<file path="src/hw/wdt_pkg.sv">
// package: sfr addresses, field positions, reset values and timing constants for the watchdog
package wdt_pkg;
    localparam logic [7:0] ADDR_CLK_CTRL    = 8'h8E;  // clock control register
    localparam logic [7:0] ADDR_TA_KEY      = 8'hC7;  // timed access key register
    localparam logic [7:0] ADDR_WDOG_CTRL   = 8'hD8;  // watchdog control register
    localparam logic [7:0] CLK_CTRL_RESET   = 8'h03;  // clock control reset value
    localparam logic [7:0] WDOG_CTRL_RESET  = 8'h00;  // watchdog control reset value
    localparam logic [7:0] KEY_FIRST        = 8'hAA;  // first unlock byte
    localparam logic [7:0] KEY_SECOND       = 8'h55;  // second unlock byte
    localparam int         SEL_HI_BIT       = 7;      // timeout select msb
    localparam int         SEL_LO_BIT       = 6;      // timeout select lsb
    localparam int         BIT_RESTART      = 0;      // counter restart
    localparam int         BIT_RST_EN       = 1;      // reset on timeout enable
    localparam int         BIT_RST_CAUSE    = 2;      // reset cause flag
    localparam int         BIT_IRQ_FLAG     = 3;      // timeout irq flag
    localparam int         EIE_WDOG_BIT     = 4;      // enable bit in extended enable reg
    localparam int         EIP_WDOG_BIT     = 4;      // priority bit in extended priority reg
    localparam int         CNT_W            = 27;     // wide enough for 2^26
    localparam logic [CNT_W-1:0] IVL_SEL0   = 27'd131072;
    localparam logic [CNT_W-1:0] IVL_SEL1   = 27'd1048576;
    localparam logic [CNT_W-1:0] IVL_SEL2   = 27'd8388608;
    localparam logic [CNT_W-1:0] IVL_SEL3   = 27'd67108864;
    localparam int         RST_DELAY_CLKS   = 512;    // clocks from flag to reset
    localparam int         DLY_W            = 10;     // delay counter width
    // key sequence progress
    typedef enum logic [1:0] {KEY_IDLE, KEY_GOT_AA, KEY_OPEN} wdt_key_t;
endpackage : wdt_pkg

</file>
<file path="src/hw/wdt_unit.sv">
// file: watchdog timer unit on the processor sfr bus
`timescale 1ns/1ps
// Overview of operation
// RULE1 - free up-counter sets flag at selected interval
// RULE2 - select codes give 2^17,2^20,2^23,2^26 clocks
// RULE3 - select at clock control bits 7:6, reset 0x03
// RULE4 - irq needs flag, enable bit and global enable
// RULE5 - reset 512 clocks after flag unless restarted
// RULE6 - reset enable gates reset only, not irq
// RULE7 - restart bit zeroes count, self clears
// RULE8 - cause flag set by watchdog reset or by a keyed software write
// RULE9 - irq flag sticky until software or reset
// RULE10 - software-set flag interrupts like timeout
// RULE11 - control write needs 0xAA then 0x55 unlock
// RULE12 - watchdog reset keeps settings, counter restarts
// RULE13 - flag still sets with everything disabled
// RULE14 - counter and delay clocked directly by mclk
// RULE15 - priority bit sets watchdog irq level
// RULE16 - unlocked-less control write is ignored
module wdt_unit
    import wdt_pkg::*;
#(
    parameter int CNT_WIDTH = wdt_pkg::CNT_W      // counter width
) (
    input  wire logic       mclk,
    input  wire logic       arst_n,
    input  wire logic [7:0] sfrAddr,
    input  wire logic       sfrWrEn,
    input  wire logic [7:0] sfrWrData,
    output logic      [7:0] sfrRdData,
    input  wire logic [7:0] extIrqEnableReg,
    input  wire logic [7:0] extIrqPriorityReg,
    input  wire logic       globalIrqEnable,
    output logic            wdogIrqReq,
    output logic            wdogIrqPriority,
    output logic            wdogResetReq
);
    import wdt_pkg::*;

    logic [7:0]           clkCtrl_r;          // clock control register
    logic                 rstEn_r;            // reset on timeout enable
    logic                 rstCause_r;         // reset cause flag
    logic                 irqFlag_r;          // timeout irq flag
    logic [CNT_WIDTH-1:0] count_r;            // free running counter
    logic                 pending_r;          // reset delay armed
    logic [DLY_W-1:0]     delay_r;            // reset delay counter
    logic                 rstPulse_r;         // registered reset request
    wdt_key_t             key_r;              // unlock sequence state
    wdt_key_t             key_nxt;

    // intervals are exact powers of two, so one equality compare per edge is all it costs
    // interval lookup, one place for the select encoding
    function automatic logic [CNT_WIDTH-1:0] intervalOf(input logic [1:0] sel);
        case (sel)
            2'b00:   intervalOf = CNT_WIDTH'(IVL_SEL0);
            2'b01:   intervalOf = CNT_WIDTH'(IVL_SEL1);
            2'b10:   intervalOf = CNT_WIDTH'(IVL_SEL2);
            default: intervalOf = CNT_WIDTH'(IVL_SEL3);
        endcase
    endfunction : intervalOf

    // decode
    wire        hitClk   = sfrWrEn && (sfrAddr == ADDR_CLK_CTRL);
    wire        hitKey   = sfrWrEn && (sfrAddr == ADDR_TA_KEY);
    wire        hitCtrl  = sfrWrEn && (sfrAddr == ADDR_WDOG_CTRL);
    wire        ctrlWrOk = hitCtrl && (key_r == KEY_OPEN);           // see RULE11 see RULE16
    wire        restart  = ctrlWrOk && sfrWrData[BIT_RESTART];        // see RULE7
    wire [1:0]  sel      = clkCtrl_r[SEL_HI_BIT:SEL_LO_BIT];          // see RULE3
    wire        timeout  = (count_r == intervalOf(sel) - CNT_WIDTH'(1)); // see RULE1 see RULE2
    wire        delayEnd = pending_r && (delay_r == DLY_W'(RST_DELAY_CLKS - 1)); // see RULE5
    wire        fireRst  = delayEnd && rstEn_r && !restart;           // see RULE6

    // key sequence: any sfr write that is not the next step drops the unlock
    // limitation: firmware must keep interrupts from writing sfrs between the key bytes
    always_comb begin
        key_nxt = key_r;
        if (sfrWrEn) begin
            if (hitKey && sfrWrData == KEY_FIRST) begin
                key_nxt = KEY_GOT_AA;
            end else if (hitKey && sfrWrData == KEY_SECOND && key_r == KEY_GOT_AA) begin
                key_nxt = KEY_OPEN;
            end else begin
                key_nxt = KEY_IDLE;                                  // see RULE16
            end
        end
    end

    // read mux; unimplemented bits read zero
    // the restart bit is only a strobe, so it never reads back as set
    always_comb begin
        if (sfrAddr == ADDR_CLK_CTRL) begin
            sfrRdData = clkCtrl_r;
        end else if (sfrAddr == ADDR_WDOG_CTRL) begin
            sfrRdData = {4'h0, irqFlag_r, rstCause_r, rstEn_r, 1'b0}; // restart reads 0
        end else begin
            sfrRdData = 8'h00;
        end
    end

    assign wdogIrqReq      = irqFlag_r && extIrqEnableReg[EIE_WDOG_BIT]
                             && globalIrqEnable;                       // see RULE4 see RULE10
    assign wdogIrqPriority = extIrqPriorityReg[EIP_WDOG_BIT];          // see RULE15
    assign wdogResetReq    = rstPulse_r;

    // sfr registers; our own reset request does not clear settings
    always_ff @(posedge mclk or negedge arst_n) begin
        if (!arst_n) begin
            clkCtrl_r <= CLK_CTRL_RESET;
            rstEn_r   <= 1'b0;
            key_r     <= KEY_IDLE;
        end else begin
            key_r <= key_nxt;
            if (hitClk) begin
                clkCtrl_r <= sfrWrData;
            end
            if (ctrlWrOk) begin
                rstEn_r <= sfrWrData[BIT_RST_EN];                    // see RULE12
            end
        end
    end

    // flags: hardware set wins over a software clear in the same cycle
    // a clear that loses to a timeout must be repeated, but no timeout is ever missed
    always_ff @(posedge mclk or negedge arst_n) begin
        if (!arst_n) begin
            irqFlag_r  <= 1'b0;
            rstCause_r <= 1'b0;                                       // see RULE8
        end else begin
            if (timeout) begin
                irqFlag_r <= 1'b1;                                    // see RULE1 see RULE13
            end else if (ctrlWrOk) begin
                irqFlag_r <= sfrWrData[BIT_IRQ_FLAG];                 // see RULE9 see RULE10
            end
            if (fireRst) begin
                rstCause_r <= 1'b1;                                   // see RULE8
            end else if (ctrlWrOk) begin
                rstCause_r <= sfrWrData[BIT_RST_CAUSE];               // write never resets
            end
        end
    end

    // counter and reset delay, both on mclk with no prescaler
    always_ff @(posedge mclk or negedge arst_n) begin
        if (!arst_n) begin
            count_r    <= '0;
            pending_r  <= 1'b0;
            delay_r    <= '0;
            rstPulse_r <= 1'b0;
        end else begin
            rstPulse_r <= fireRst;
            if (restart || fireRst || timeout) begin
                count_r <= '0;                                        // see RULE7 see RULE12 see RULE14
            end else begin
                count_r <= count_r + CNT_WIDTH'(1);
            end
            if (restart || delayEnd) begin
                pending_r <= 1'b0;
                delay_r   <= '0;
            end else if (timeout) begin
                pending_r <= 1'b1;                                    // see RULE5
                delay_r   <= '0;
            end else if (pending_r) begin
                delay_r <= delay_r + DLY_W'(1);                       // see RULE14
            end
        end
    end

    // checker helpers: an age of the last timeout kept apart from delay_r, so the reset timing
    // is judged by an independent count; it saturates at all ones, meaning nothing is armed
    localparam int               AGE_W    = DLY_W + 1;                  // room above the delay
    localparam logic [AGE_W-1:0] AGE_IDLE = '1;                         // saturated, idle
    localparam logic [AGE_W-1:0] AGE_FIRE = AGE_W'(RST_DELAY_CLKS);     // age at the pulse
    localparam logic [AGE_W-1:0] AGE_LAST = AGE_W'(RST_DELAY_CLKS - 1); // age one before it
    logic [AGE_W-1:0]            flagAge_r;                             // cycles since timeout

    // age counter: a restart cancels, a timeout starts it at zero
    always_ff @(posedge mclk or negedge arst_n) begin
        if (!arst_n) begin
            flagAge_r <= AGE_IDLE;
        end else if (restart) begin
            flagAge_r <= AGE_IDLE;                                    // restart wins over timeout
        end else if (timeout) begin
            flagAge_r <= '0;
        end else if (flagAge_r != AGE_IDLE) begin
            flagAge_r <= flagAge_r + AGE_W'(1);                       // stops when saturated
        end
    end

    // checks on what this block drives; all on mclk and quiet while reset is low
    chk_unlock_needed: assert property (@(posedge mclk) disable iff (!arst_n) // see RULE16
        hitCtrl && key_r != KEY_OPEN |=> $stable(rstEn_r))
        else $error("control write without unlock changed reset enable");
    chk_flag_on_timeout: assert property (@(posedge mclk) disable iff (!arst_n) // see RULE1
        timeout |=> irqFlag_r)
        else $error("flag not set on timeout");
    chk_reset_delay: assert property (@(posedge mclk) disable iff (!arst_n) // see RULE5
        wdogResetReq |-> flagAge_r == AGE_FIRE)
        else $error("reset request not 512 clocks after flag");
    chk_reset_on_time: assert property (@(posedge mclk) disable iff (!arst_n) // see RULE5
        flagAge_r == AGE_LAST && rstEn_r && !restart |=> wdogResetReq)
        else $error("no reset request when the reset delay ran out");
    chk_no_rst_disabled: assert property (@(posedge mclk) disable iff (!arst_n) // see RULE6
        !rstEn_r |=> !wdogResetReq)
        else $error("reset with reset disabled");
    chk_cause_on_reset: assert property (@(posedge mclk) disable iff (!arst_n) // see RULE8
        wdogResetReq |-> rstCause_r)
        else $error("cause flag missing on watchdog reset");
    chk_cause_kept: assert property (@(posedge mclk) disable iff (!arst_n) // see RULE8
        !rstEn_r && !ctrlWrOk |=> $stable(rstCause_r))
        else $error("cause flag changed with reset disabled");
    chk_restart_zero: assert property (@(posedge mclk) disable iff (!arst_n) // see RULE7
        restart |=> count_r == '0)
        else $error("restart did not zero the count");
    chk_restart_cancel: assert property (@(posedge mclk) disable iff (!arst_n) // see RULE7
        restart |=> !pending_r)
        else $error("restart left the reset delay armed");
    chk_count_after_rst: assert property (@(posedge mclk) disable iff (!arst_n) // see RULE12
        wdogResetReq |-> count_r == '0)
        else $error("counter not restarted by the watchdog reset");
    chk_irq_gating: assert property (@(posedge mclk) disable iff (!arst_n) // see RULE4
        wdogIrqReq |-> irqFlag_r && extIrqEnableReg[EIE_WDOG_BIT] && globalIrqEnable)
        else $error("irq without flag, enable bit or global enable");
    chk_flag_sticky: assert property (@(posedge mclk) disable iff (!arst_n) // see RULE9
        irqFlag_r && !ctrlWrOk |=> irqFlag_r)
        else $error("flag dropped without software clear");
endmodule : wdt_unit

</file>
<file path="config.mk">
export PLATFORM = sky130hd
export DESIGN_NAME = wdt_unit
export DESIGN_NICKNAME = d
export VERILOG_FILES = /design/src/hw/wdt_pkg.sv /design/src/hw/wdt_unit.sv
export SDC_FILE = /design/constraint.sdc
export NUM_CORES = 1
export LEC_CHECK = 0
export BUFFER_PORTS_ARGS = -buffer_cell sky130_fd_sc_hd__buf_4
export CORE_UTILIZATION = 45
export DETAILED_ROUTE_END_ITERATION = 12
export PLACE_DENSITY = 0.79
export SLEW_MARGIN = 0
export SYNTH_ARGS = -nofsm -noshare
export SYNTH_HDL_FRONTEND = slang
export SYNTH_SLANG_ARGS = --single-unit
</file>
<file path="constraint.sdc">
create_clock -name mclk -period 2.4 [get_ports mclk]
set_input_delay 0.48 -clock mclk [delete_from_list [all_inputs] [get_ports mclk]]
set_output_delay 0.48 -clock mclk [all_outputs]
set_load 0.01 [all_outputs]
</file>
# After elaboration in Yosys (flattened, before gate mapping)
# Cells that the tools add are included.
[word_totals] ff_bits=52 input_bits=36 out_inout_bits=11 elab_cells=60
[op_classes] addsub=3 eq_ne=11 n_mux=15 n_reduce_logical=22
[ops] operator="one-hot mux 27 bit (3 select lines)" n=1
[ops] operator="equality test 8 bit, second input constant" n=4
[ops] operator="2-to-1 mux 10 bit" n=3
[ops] operator="adder 27 x 1 -> 27 bit, second input constant" n=1
[ops] operator="equality test 27 bit" n=1
[ops] operator="2-to-1 mux 27 bit" n=1
[ops] operator="subtractor 27 x 1 -> 27 bit, second input constant" n=1
[ops] operator="logical AND 1 bit" n=13
[ops] operator="adder 10 x 1 -> 10 bit, second input constant" n=1
[ops] operator="equality test 10 x 9 -> 1 bit, second input constant" n=1
[ops] operator="equality test 8 x 7 -> 1 bit, second input constant" n=1
[ops] operator="2-to-1 mux 8 bit" n=1
[ops] operator="2-to-1 mux 1 bit" n=6
[ops] operator="nonzero test 2 bit" n=3
[ops] operator="equality test 2 x 1 -> 1 bit, second input constant" n=2
[ops] operator="equality test 2 bit, second input constant" n=2
[ops] operator="2-to-1 mux 2 bit" n=2
[ops] operator="2-to-1 mux 4 bit" n=1
[ops] operator="logical OR 1 bit" n=3
[ops] operator="nonzero test 3 bit" n=1
[ops] operator="logical NOT 2 bit" n=1
[ops] operator="logical NOT 1 bit" n=1

# Longest topological paths before layout
[depth] depth_word=9 mapped_depth=8 ltp_nobuf=7

# Worst setup path after synthesis
# OpenSTA, ideal clock, no wires.
[synth_path] path_kind="reg2reg" from="reg clkCtrl_r[7]" to="reg count_r[12]" setup_time_ps=119 t_arrival_ps=2181 required_time_ps=2281 setup_slack_ps=100 stages_incl_launch_ff=9 path_buffers=1 period_less_slack_ps=2300 cell_sequence="dfrtp_1 > or2_2 > ha_1 > or3_1 > a211oi_1 > o21ai_2 > o221ai_4 > buf_6 > nor2_1"
[synth_via] elab_chain_cells=6 elab_cells_between_ends=8 classes_between="add/sub: 1; eq/ne: 3; mux: 2; reduce/logical: 2"
[synth_rtl] element="start, declared" line="wdt_unit.sv:40" text="logic [7:0] clkCtrl_r;"
[synth_rtl] element="start signal, assigned" line="wdt_unit.sv:114" text="clkCtrl_r <= sfrWrData;"
[synth_rtl] element="equality test 2 bit (tied with other cells)" line="wdt_unit.sv:54" text="case (sel)"
[synth_rtl] element="one-hot mux 27 bit (3 select lines) *" line="wdt_unit.sv:54"
[synth_rtl] element="subtractor 27 x 1 -> 27 bit *" line="wdt_unit.sv:69" text="wire timeout = (count_r == intervalOf(sel) - CNT_WIDTH'(1));"
[synth_rtl] element="equality test 27 bit *" line="wdt_unit.sv:69"
[synth_rtl] element="logical OR 1 bit *" line="wdt_unit.sv:151" text="if (restart || fireRst || timeout) begin"
[synth_rtl] element="2-to-1 mux 27 bit *" line="wdt_unit.sv:151"
[synth_rtl] element="end signal, assigned" line="wdt_unit.sv:154" text="count_r <= count_r + CNT_WIDTH'(1);"
[synth_rtl] element="end, declared" line="wdt_unit.sv:44" text="logic [CNT_WIDTH-1:0] count_r;"
# Mark *: on every way between the ends. The rest lies on a longest branch, timed or not.
# A chain may end at the register's enable or synchronous reset.

# Worst setup path after layout
[layout_path] from="reg clkCtrl_r[7]" to="reg count_r[15]"
# Same word-level chain as after synthesis.

==> results summary <==
The total count of max-transition violations in the final report came to 0. The clock input transition at the sequential cells of the worst setup and hold paths is 100 ps. The reg-to-reg startpoint is clkCtrl_r[7].

The detailed router used layers up to and including met4. The number of storage elements in the synthesis netlist is 52. The number of buffer cells added on primary ports is 30. The area of the placeable core is 0.00561 mm2. The sum of met2 wire segment lengths after detailed routing is 2.65 mm. The achievable clock frequency came out at 432 MHz. The number of global-route vias before repair is 2024. The die covers 0.00626 mm2. The mean number of vias per cell came out at 5.48. For this configuration, the core starts out at a cell density of 0.477. The number of buffers on the longest clock path came out at 2. The mapped cell area came out at 0.00268 mm2. Among all flip-flop cells after synthesis, the most frequent one is sky130_fd_sc_hd__dfrtp_1. The routed wirelength normalized by instance count is 14.5 um. The power density over cell area is 576 mW/mm2. The total global-route track usage is 0.182. The critical path launch point is clkCtrl_r[7]. The final-layout fill cell count came out at 452. The share of post-route cells with drive strength above 1 came out at 0.247. In this run the horizontal extent of the chip is 79.1 um. In the synthesized netlist the async set-or-reset flop fraction comes to 1.00. The number of hold buffers added after cts is 0. The count of inserted antenna diode cells came out at 0.

The worst endpoint data arrival time is 2520 ps. For this design the top-level I/O count stands at 47. The max-slew headroom at the worst pin is 0.574. The met3 wire length came out at 277 um. Entering global routing, the biggest net connects 53 pins. The peak ir drop on the vdd network is 0.000316 V. The area taken by multi-input logic gates is 0.00132 mm2. The average footprint of a synthesized cell is 10.4 um2.

The final layout net count is 342. The number of hold violations in the final report is 0. The end of the worst register-to-register path is count_r[15]. TritonCTS built the clock tree. The count of antenna-violating nets left after detailed routing came out at 0. The power after layout came out at 1.88 mW.

Setup violations remaining at the end of the flow were counted as 0. The count of flip-flops with a built-in enable after synthesis is 0. The required time of the worst setup path is 2600 ps. The number of distinct library cells after synthesis came out at 44. The ratio of final minimum period to clock period is 0.964. The final setup skew came out at 15.6 ps. The iteration count of the initial detailed-routing pass is 4. The synthesis warning total came out at 0. The final routed wirelength across all metal layers came out at 5.46 mm.

For this block, the initial DRC count from the detailed router was 78. Adding up every negative setup slack in the final design gives 0 ps. The remaining design rule violation count is 0. Summed over all cells, the static leakage comes to 1.51 nW. The sum of net half-perimeters after detailed placement came out at 3.58 mm. The register-to-register path setup slack is 90 ps. Counting every instance in the synthesized netlist gives 257. The global-route wire length before repair came out at 8.96 mm.

The path class of the tightest hold or removal check is primary input to async pin. The worst-margin pin slew came out at 639 ps. The total grt overflow is 0. The startpoint-to-endpoint class of the critical path is flop to flop. The routed length on met1 is 2.46 mm. The clock net sink count is 52.

The run finished with clean final reports. The clock period minus final worst setup slack is 2310 ps. For the worst flop-to-flop path, the logic depth is 8. The area added between synthesis and finish is 22.2%. The number of H-tree levels is 2. The number of CTS-inserted buffers is 5. The worst setup path is launched from a flop. Along the worst path, the maximum fanout reaches 7. The critical path ends at count_r[15]. The tree is rooted in a sky130_fd_sc_hd__clkbuf_8. The die is 79.1 um tall. The later pin in the worst-skew pair is clocked with a latency of 310 ps. By area the synthesized netlist is led by sky130_fd_sc_hd__dfrtp_1 (47%), sky130_fd_sc_hd__nor2_1 (7.0%), sky130_fd_sc_hd__xor2_1 (6.9%). The total number of placement rows is 27.

The register area share after synthesis is 0.487. The library cell occupying the most area in the post-synthesis netlist is sky130_fd_sc_hd__dfrtp_1. The number of maximum-capacitance violations came out at 0. The global placement routability congestion came out at 0.762. The register area is 0.00130 mm2.

Setup repair after global routing left no endpoint under its margin. The via count is 2060. The number of nets in the synthesized netlist came out at 296. The number of antenna violations at the first check in global routing is 0. The area share of the largest cell type after synthesis is 0.468. STA classifies the critical path endpoint as a flop.
-- sequential cells by signal, indices dropped and copies added, names as in the netlist --
name / cells
rstEn_r: 1
rstCause_r: 1
delay_r: 10
clkCtrl_r: 8
pending_r: 1
key_r: 2
count_r: 27
irqFlag_r: 1
wdogResetReq: 1
-- how the worst min path moves through the flow --
stage,depth (start not counted),start,end
floorplan,0,arst_n,clkCtrl_r[2]
global placement,1,count_r[0],count_r[0]
detailed placement,1,count_r[0],count_r[0]
CTS,1,arst_n,count_r[24]
global route,1,arst_n,count_r[7]
finish,1,arst_n,count_r[5]
-- placed cells by master, fill, tap and decap left out, types with 6 or more instances in the layout --
master and n:
sky130_fd_sc_hd__nor2_1 50, sky130_fd_sc_hd__dfrtp_1 50, sky130_fd_sc_hd__buf_4 39, sky130_fd_sc_hd__xor2_1 21
sky130_fd_sc_hd__nand4_1 15, sky130_fd_sc_hd__xnor2_1 14, sky130_fd_sc_hd__nand3_1 13, sky130_fd_sc_hd__nand2_1 9
sky130_fd_sc_hd__mux2_2 9, sky130_fd_sc_hd__inv_1 8, sky130_fd_sc_hd__and2_1 6
-- worst max-delay path, stage by stage, from the launching register on --
cell	delay (ps)
sky130_fd_sc_hd__dfrtp_1	410
sky130_fd_sc_hd__or2_4	260
sky130_fd_sc_hd__ha_2	190
sky130_fd_sc_hd__or3_4	390
sky130_fd_sc_hd__a211oi_4	230
sky130_fd_sc_hd__o21ai_2	120
sky130_fd_sc_hd__o221ai_4	330
sky130_fd_sc_hd__clkbuf_16	230
sky130_fd_sc_hd__nor2_1	50
-- cells by family after synthesis --
| logic type | count (synthesis) | synth area share |
|---|---|---|
| xor gates and xnor gates | 35 | 0.115 |
| and+or+nand+nor | 128 | 0.257 |
| buffers and inverters | 13 | 0.0271 |
| AOI/OAI and AO/OA | 15 | 0.0543 |
| DFF | 52 | 0.487 |
| adders and majority gates | 3 | 0.0140 |
| muxes | 11 | 0.0454 |
-- power breakdown --
group | switching (mW) | internal, mW | total (mW)
Clock | 0.294 | 0.420 | 0.714
Sequential | 0.0550 | 0.923 | 0.978
Combinational | 0.0936 | 0.0985 | 0.192
-- cell type report --
cell class / instances / share of cell area
multi-input combinational: 192 / 0.404
sequential: 52 / 0.399
timing repair buffer: 44 / 0.118
tap: 72 / 0.0276
clock buffer: 5 / 0.0211
clock inverter: 3 / 0.0211
inverter: 8 / 0.00919
-- synth_stat cells (2+ instances only) --
cell and number:
sky130_fd_sc_hd__nand4_1 15, sky130_fd_sc_hd__mux2i_1 2, sky130_fd_sc_hd__dfrtp_1 50, sky130_fd_sc_hd__xnor2_1 14, sky130_fd_sc_hd__buf_6 2, sky130_fd_sc_hd__o21ai_0 3, sky130_fd_sc_hd__nand3_1 13, sky130_fd_sc_hd__xor2_1 21
sky130_fd_sc_hd__nand3b_1 2, sky130_fd_sc_hd__nor4_1 5, sky130_fd_sc_hd__nor4bb_1 3, sky130_fd_sc_hd__ha_1 3, sky130_fd_sc_hd__and4_1 4, sky130_fd_sc_hd__mux2_2 9, sky130_fd_sc_hd__buf_4 2, sky130_fd_sc_hd__nor2_1 50
sky130_fd_sc_hd__and2_1 6, sky130_fd_sc_hd__and3_1 2, sky130_fd_sc_hd__nand2_1 9, sky130_fd_sc_hd__a22o_1 3, sky130_fd_sc_hd__inv_1 8, sky130_fd_sc_hd__or3_1 2, sky130_fd_sc_hd__nor3_1 5, sky130_fd_sc_hd__dfstp_2 2
sky130_fd_sc_hd__nand2b_1 3
-- repair_timing --
| item | CTS | global route |
|---|---|---|
| setup endpoints to repair | 27 | 37 |
| pin swaps | 0 | 2 |
| gates resized for setup | 1 | 5 |
| hold endpoints to repair | 0 | 0 |
| cloned | 0 | 3 |
| buffers inserted | 0 | 2 |
-- routing by layer --
metal / global-route usage / vias to the layer above
met3: 0.0345 / 9
met2: 0.315 / 60
met5: 0 / -
met4: 0.0636 / 0
li1: - / 993
met1: 0.228 / 998
-- stage by stage --
step	setup WS, ps	instances	instance area, um2	hold slack [ps]	utilization
after floorplan	100	257	2680	184	-
after global placement	7.91	363	3030	476	0.540
after detailed placement	-27.2	363	3030	483	0.540
after CTS	29.6	371	3170	206	0.565
after global routing	1.20	376	3270	233	0.583
final	87.3	376	3270	177	0.583
Power figures use the tool's default switching activity.
